$ cat config.mk
export PLATFORM = sky130hd
export DESIGN_NAME = swb_top
export DESIGN_NICKNAME = d
export VERILOG_FILES = /design/src/shared/swb_pkg.sv /design/src/hw/swb_top.sv
export VERILOG_INCLUDE_DIRS = /design/src /design/src/shared
export SDC_FILE = /design/constraint.sdc
export NUM_CORES = 1
export LEC_CHECK = 0
export ABC_CLOCK_PERIOD_IN_PS = 3100
export BUFFER_PORTS_ARGS = -buffer_cell sky130_fd_sc_hd__buf_2
export CAP_MARGIN = 20
export CORE_MARGIN = 2
export CORE_UTILIZATION = 50
export CTS_BUF_LIST = sky130_fd_sc_hd__clkbuf_4 sky130_fd_sc_hd__clkbuf_8
export DETAILED_ROUTE_END_ITERATION = 7
export GPL_ROUTABILITY_DRIVEN = 0
export GPL_TIMING_DRIVEN = 0
export HOLD_SLACK_MARGIN = 0.06
export PLACE_DENSITY = 0.74
export SYNTH_ARGS = -nofsm -noshare
export SYNTH_HDL_FRONTEND = slang
export SYNTH_SLANG_ARGS = --single-unit
$ cat constraint.sdc
create_clock -name clock -period 3.1 [get_ports clock]
set_input_delay 0.31 -clock clock [delete_from_list [all_inputs] [get_ports clock]]
set_output_delay 0.31 -clock clock [all_outputs]
set_load 0.1 [all_outputs]
$ cat src/shared/swb_defs.svh
// constants for the sar converter burst and window control block
// assumes a 100 MHz system clock; included by the top module and the bench
`ifndef SWB_DEFS_SVH
`define SWB_DEFS_SVH

`define SWB_CLK_NS        10
// sar clock is the system clock divided down
`define SWB_SAR_DIV       4
// low-power tracking length in sar clocks
`define SWB_TRACK_LP_SAR  3
// analog wake-up time before the first burst sample
`define SWB_WAKE_NS       1700
`define SWB_WAKE_CYC      ((`SWB_WAKE_NS + `SWB_CLK_NS - 1) / `SWB_CLK_NS)
// top sample rates per resolution
`define SWB_RATE10_KSPS   300
`define SWB_RATE12_KSPS   75
`define SWB_PER10_CYC     ((1000000 + `SWB_RATE10_KSPS * `SWB_CLK_NS - 1) \
	/ (`SWB_RATE10_KSPS * `SWB_CLK_NS))
`define SWB_PER12_CYC     ((1000000 + `SWB_RATE12_KSPS * `SWB_CLK_NS - 1) \
	/ (`SWB_RATE12_KSPS * `SWB_CLK_NS))
// msb index and left-justify shift per resolution
`define SWB_MSB10         4'h9
`define SWB_MSB12         4'hb
`define SWB_LSH10         6
`define SWB_LSH12         4
// reset values
`define SWB_RESULT_RST    16'h0000
`define SWB_TOFF_RST      16'h0200

`endif

$ cat src/shared/swb_pkg.sv
// types for the sar converter burst and window control block
// no assumptions beyond a systemverilog compiler
package swb_pkg;
	typedef enum logic [2:0] {
		swb_idle,
		swb_wake,
		swb_track,
		swb_convert,
		swb_gap,
		swb_done
	} swb_state_e;

	// accumulate count select: 0..5 gives 1,4,8,16,32,64 samples
	typedef logic [2:0] swb_acc_t;
endpackage
$ cat src/hw/swb_top.sv
// control logic of a sar converter: burst sequencing, sample accumulation,
// resolution modes, low-power tracking and the window detector.
// assumes all inputs synchronous to clock and config held while busy.
`timescale 1ns/10ps
`include "swb_defs.svh"

module swb_top #(
	parameter logic [15:0] TEMP_OFFSET = `SWB_TOFF_RST // arbitrary value
) (
	input  wire logic             clock,                   // 100 MHz
	input  wire logic             rst,                     // async, high
	input  wire logic             enable,                  // converter on
	input  wire logic             burst_en,                // burst mode
	input  wire logic             res12,                   // 12-bit mode
	input  wire logic             lp_track,                // low-power track
	input  wire logic             left_just,               // left-justify
	input  wire logic             win_outside,             // outside window
	input  wire swb_pkg::swb_acc_t accum_sel,              // sample count
	input  wire logic             start,                   // start request
	input  wire logic             comp_in,                 // input >= trial
	input  wire logic [15:0]      window_lower_limit,      // lower limit
	input  wire logic [15:0]      window_upper_limit,      // upper limit
	input  wire logic             flag_clear,              // clear irq flag
	output logic                  analog_power,            // analog enable
	output logic                  track_en,                // sample switch
	output logic [11:0]           sar_code,                // trial code
	output logic                  busy,                    // sequence active
	output logic [15:0]           conversion_result,       // final result
	output logic                  result_valid,            // result pulse
	output logic                  window_compare_irq_flag, // window hit
	output logic [7:0]            factory_temp_offset_high, // offset msb
	output logic [7:0]            factory_temp_offset_low   // offset lsb
);
	import swb_pkg::*;

	swb_state_e  state_q, state_d;
	logic [1:0]  div_q;
	logic [7:0]  wake_q;
	logic [1:0]  trk_q;
	logic [3:0]  idx_q;
	logic [11:0] code_q;
	logic [15:0] acc_q;
	logic [6:0]  nsamp_q;
	logic [10:0] gap_q;
	logic [15:0] result_q;
	logic        valid_q;
	logic        flag_q;
	logic        power_q;

	// sample count per accumulate select; reserved codes take one
	function automatic logic [6:0] acc_count(input swb_acc_t sel);
		unique case (sel)
			3'h1: acc_count = 7'h04;
			3'h2: acc_count = 7'h08;
			3'h3: acc_count = 7'h10;
			3'h4: acc_count = 7'h20;
			3'h5: acc_count = 7'h40;
			default: acc_count = 7'h01;
		endcase
	endfunction

	// one sar step: settle the current bit, raise the next trial bit
	function automatic logic [11:0] sar_step(input logic [11:0] code,
		input logic [3:0] idx, input logic keep);
		logic [11:0] c;
		c = code;
		if (!keep) begin
			c[idx] = 1'b0;
		end
		if (idx != 4'h0) begin
			c[idx - 4'h1] = 1'b1;
		end
		sar_step = c;
	endfunction

	// mode decode
	wire        sar_tick  = div_q == 2'(`SWB_SAR_DIV - 1);
	wire [3:0]  msb_idx   = res12 ? `SWB_MSB12 : `SWB_MSB10;
	wire [10:0] period    = res12 ? 11'(`SWB_PER12_CYC)
		: 11'(`SWB_PER10_CYC);
	wire [6:0]  target    = acc_count(accum_sel);
	wire        track_end = !lp_track
		|| (sar_tick && trk_q == 2'(`SWB_TRACK_LP_SAR - 1));
	// sar clock restarts on tracking entry so low-power tracking is whole sar clocks
	wire        track_start = state_q != swb_track && state_d == swb_track;
	wire        conv_end  = sar_tick && idx_q == 4'h0;
	wire [11:0] sample    = sar_step(code_q, idx_q, comp_in);
	wire [15:0] acc_sum   = acc_q + {4'h0, sample};
	wire        last      = nsamp_q == target;

	// justification applies to single samples only; a sum has no msb
	wire [15:0] just_res  = (left_just && target == 7'h01)
		? (res12 ? acc_q << `SWB_LSH12 : acc_q << `SWB_LSH10)
		: acc_q;
	wire        win_in    = just_res > window_lower_limit
		&& just_res < window_upper_limit;
	wire        win_out   = just_res < window_lower_limit
		|| just_res > window_upper_limit;
	wire        win_hit   = win_outside ? win_out : win_in;
	wire        win_set   = state_q == swb_done && win_hit;

	// sequencer
	always_comb begin
		state_d = state_q;
		unique case (state_q)
			swb_idle: begin
				if (start && enable) begin
					state_d = burst_en ? swb_wake : swb_track;
				end
			end
			swb_wake: begin
				if (wake_q == 8'(`SWB_WAKE_CYC - 1)) begin
					state_d = swb_track;
				end
			end
			swb_track: begin
				if (track_end) begin
					state_d = swb_convert;
				end
			end
			swb_convert: begin
				if (conv_end) begin
					state_d = swb_gap;
				end
			end
			// rate spacing waits here, so low-power tracking stays three sar clocks
			swb_gap: begin
				state_d = last ? swb_done
					: gap_q == 11'h000 ? swb_track : swb_gap;
			end
			swb_done: begin
				state_d = swb_idle;
			end
			default: begin
				state_d = swb_idle;
			end
		endcase
	end

	// state and sar clock divider
	always_ff @(posedge clock or posedge rst) begin
		if (rst) begin
			state_q <= swb_idle;
			div_q   <= 2'h0;
		end else begin
			state_q <= state_d;
			div_q   <= (sar_tick || track_start) ? 2'h0 : div_q + 2'h1;
		end
	end

	// wake and tracking counters
	always_ff @(posedge clock or posedge rst) begin
		if (rst) begin
			wake_q <= 8'h00;
			trk_q  <= 2'h0;
		end else begin
			wake_q <= state_q == swb_wake ? wake_q + 8'h01 : 8'h00;
			if (state_q != swb_track) begin
				trk_q <= 2'h0;
			end else if (sar_tick) begin
				trk_q <= trk_q + 2'h1;
			end
		end
	end

	// successive approximation and sample rate spacing
	always_ff @(posedge clock or posedge rst) begin
		if (rst) begin
			idx_q  <= 4'h0;
			code_q <= 12'h000;
			gap_q  <= 11'h000;
		end else if (state_q != swb_convert && state_d == swb_convert) begin
			idx_q  <= msb_idx;
			code_q <= 12'h001 << msb_idx;
			gap_q  <= period;
		end else begin
			if (gap_q != 11'h000) begin
				gap_q <= gap_q - 11'h001;
			end
			if (state_q == swb_convert && sar_tick) begin
				code_q <= sample;
				idx_q  <= conv_end ? 4'h0 : idx_q - 4'h1;
			end
		end
	end

	// accumulator restarts with each request
	always_ff @(posedge clock or posedge rst) begin
		if (rst) begin
			acc_q   <= 16'h0000;
			nsamp_q <= 7'h00;
		end else if (state_q == swb_idle && state_d != swb_idle) begin
			acc_q   <= 16'h0000;
			nsamp_q <= 7'h00;
		end else if (state_q == swb_convert && conv_end) begin
			acc_q   <= acc_sum;
			nsamp_q <= nsamp_q + 7'h01;
		end
	end

	// result, pulse, sticky flag (set beats clear), analog power
	always_ff @(posedge clock or posedge rst) begin
		if (rst) begin
			result_q <= `SWB_RESULT_RST;
			valid_q  <= 1'b0;
			flag_q   <= 1'b0;
			power_q  <= 1'b0;
		end else begin
			valid_q <= state_q == swb_done;
			if (state_q == swb_done) begin
				result_q <= just_res;
			end
			flag_q  <= win_set || (flag_q && !flag_clear);
			power_q <= burst_en ? (state_d != swb_idle
				&& state_d != swb_done) : enable;
		end
	end

	assign analog_power            = power_q;
	assign track_en                = state_q == swb_track;
	assign sar_code                = code_q;
	assign busy                    = state_q != swb_idle;
	assign conversion_result       = result_q;
	assign result_valid            = valid_q;
	assign window_compare_irq_flag = flag_q;
	assign factory_temp_offset_high = TEMP_OFFSET[15:8];
	assign factory_temp_offset_low  = TEMP_OFFSET[7:0];
endmodule

==> impl_metrics.ini <==
[run_status]
status = complete, but fails checks
violations = setup timing

[sta]
fin_worst_skew_ns = 0.0115
setup_tns_ns = -0.459
hold_violations = 0
max_freq_ghz = 0.311
fin_crit_ns = 3.22
worst_pin_slew_ns = 0.650
finalWorstSetupSlack_ns = -0.117
slew_headroom_pct = 56.0
setup_violations = 6
period_share_pct = 104
rsz0062_at_grt = true
final_max_slew_viol_count = 0

[global_route]
grt.overflow.total = 0
grt_max_degree = 69
grt_pass1_wl_um = 26800
antenna_found_initial = 0
grt_pass1_vias = 5722
grtUsageTotal_pct = 25.6

[cells_and_area]
num_antenna_cells = 0
drive_gt1_share_pct = 27.3
regArea_sq_um = 2100
syn_to_final_growth_pct = 22.5
final_util_pct = 62.6
multi_input_area_sq_um = 3880
nets = 936
fillCellCount = 968

[routing]
wl_um = 16400
top_layer_used = met4
wl_met1_um = 7060
dr_wl_met2_um = 8030
drcViolationCount = 0
vias = 5712
met3_length_um = 820
first_pass_iters = 5
vias_per_cell = 5.79
antenna_left = 0
wl_per_cell_um = 16.6
dr.first_iter.drc_count = 355

[critical_path]
cp.required_ns = 3.42
worstSetupEndpointType = flip-flop
crit_type = flip-flop to flip-flop
crit_chain = inv_2 -> ha_4 -> buf_6 -> or4_4 -> nand2_4 -> o21ai_4 -> o21ai_4 -> ha_4 -> inv_2 -> fa_2 -> nor2b_4 -> o31ai_4 -> a21oi_2 -> a31oi_4 -> or4_1 -> nand3_1
crit_fanout = 4
max_stage_delay_ns = 0.44
cp.arrival_ns = 3.54
cp_slowest_cell = or4_4
start_kind = flip-flop

[logic_synthesis]
syn_area_per_cell_sq_um = 8.69
synthCells = 703
syn-cell-area_sq_um = 6110
yosys.area.top_type_share_pct = 34.4
synth_edf_count = 0
netlist_top_cells_count = dfrtp_1, nand2_1, ha_1, inv_1, nor2_1
synth.most_common_cell = dfrtp_1
synth_area_leaders = dfrtp_1, ha_1, nand2_1, o21ai_0, inv_1
ys_ff_latch = 84
synth_cell_types = 74
yosysTopAreaCell = dfrtp_1
yosys_warnings = 0
yosysSeqAreaShare_pct = 34.4
synthArstFlopShare_pct = 100
ys.flop_type = dfrtp_1

[hold_path]
worst_hold_path_type = primary input to flip-flop

[floorplan]
core_sq_um = 12000
die_w_um = 115
start_util_pct = 51.1
ioPinCount = 95
die-area_sq_um = 13100
die_h_um = 115
num_rows = 40

[cts]
root_buffer = clkbuf_8
cts.sinks = 84
cts_htree_levels = 3
clockBufferDepth = 2
clkTransAtPathRegs_ns = 0.09
cts_tree = yes
worst_skew_pair.late_latency_ns = 0.38
cts_made_buffers = 9

[pwr]
peakVddDrop_uv = 781
power_density_nw_per_um2 = 788
combinationalPowerShare_pct = 57.4
power.share.switching_pct = 52.6
p_int_uw = 2790
clkPwrFrac_pct = 13.4
p_leak_uw = 0.00374
power_frac_seq_pct = 29.1
p_sw_uw = 3100

[placement]
portBuffers = 76
dp_hpwl_um = 11700
place_ws_ns = -0.706

[flow_run]
cap_violations = 0
## power groups by stage
stage	Clock, uW	Combinational [uW]	Sequential, uW
2_1_floorplan	0	1560	2590
3_3_place_gp	0	2960	1710
3_5_place_dp	0	3030	1720
4_1_cts	813	3230	1700
5_1_grt	842	3630	1760
6_report	792	3380	1720
## sequential cells by signal, summed over array words and instances (netlist names)
signal / flops
acc_q: 16
nsamp_q: 7
gap_q: 11
wake_q: 8
conversion_result: 16
state_q: 3
idx_q: 4
sar_code: 12
trk_q: 2
window_compare_irq_flag: 1
analog_power: 1
result_valid: 1
div_q: 2
## layer usage
layer | vias up | track usage (%)
li1 | 2732 | -
met4 | 0 | 12.4
met3 | 39 | 4.08
met5 | - | 0
met1 | 2753 | 32.5
met2 | 188 | 42.6
## kinds of logic (layout without fill, tap and decap cells)
kind of cell,Yosys count,count (layout),share of synthesized area [%]
xor+xnor,24,24,3.44
compound gates,157,157,16.4
simple gates,257,257,22.0
other cells,2,16,0.123
fa+ha+maj,55,55,11.4
flops,84,84,34.4
mux,27,27,4.73
buf+inv,97,220,7.50
## per-stage QoR
step	std cells	hold slack (ns)	cell area [sq um]	total power (uW)
2_1_floorplan	717	0.406	6230	4150
3_3_place_gp	940	0.424	6790	4660
6_report	987	0.162	7480	5890
3_5_place_dp	941	0.271	6820	4760
4_1_cts	976	0.157	7310	5740
5_1_grt	987	0.186	7480	6230
## final timing paths
path / depth (start not counted) / endpoint / slack, ns / startpoint
max: 16 / acc_q[12] / -0.12 / idx_q[1]
min: 2 / analog_power / 0.16 / burst_en
max reg2reg: 16 / acc_q[12] / -0.12 / idx_q[1]
min reg2reg: 1 / div_q[0] / 0.44 / div_q[0]
max in group asynchronous: 4 / idx_q[0] / 2.06 / rst
min in group asynchronous: 3 / wake_q[4] / 0.41 / rst
## cell type report
class | count | area share [%]
well taps | 147 | 2.46
flip-flops and latches | 84 | 28.1
repair buffers | 107 | 8.49
plain buffers | 42 | 3.55
inverters | 55 | 2.83
multi-input cells | 536 | 51.9
clock buffers | 12 | 2.21
clock inverters | 4 | 0.418
## worst max-delay path: cells and delay by family, from the launching register on
family / cells / cell delay (ns)
AO/OA/AOI/OAI: 5 / 0.70
adder cells (fa/ha/maj): 3 / 0.69
flip-flops: 1 / 0.39
buffers and inverters: 3 / 0.21
AND/OR/NAND/NOR: 5 / 1.16
## cells in the final DEF (no fill, tap or decap), types with 16 or more instances in the layout
cell type	instances
buf_2	82
nor3_1	17
buf_4	46
conb_1	16
dfrtp_1	82
nand2b_1	16
nand2_1	72
o21ai_0	32
inv_1	48
a21oi_1	36
nor2_1	52
ha_1	47
## timing repair
item / in CTS / in global routing
hold buffers: 1 / 0
setup buffers: 18 / 11
resized for setup: 35 / 34
pin swaps: 17 / 17
endpoints found under the hold margin: 16 / 0
endpoints found under the setup margin: 12 / 10
Note: power is estimated with default switching activity, not from simulation.
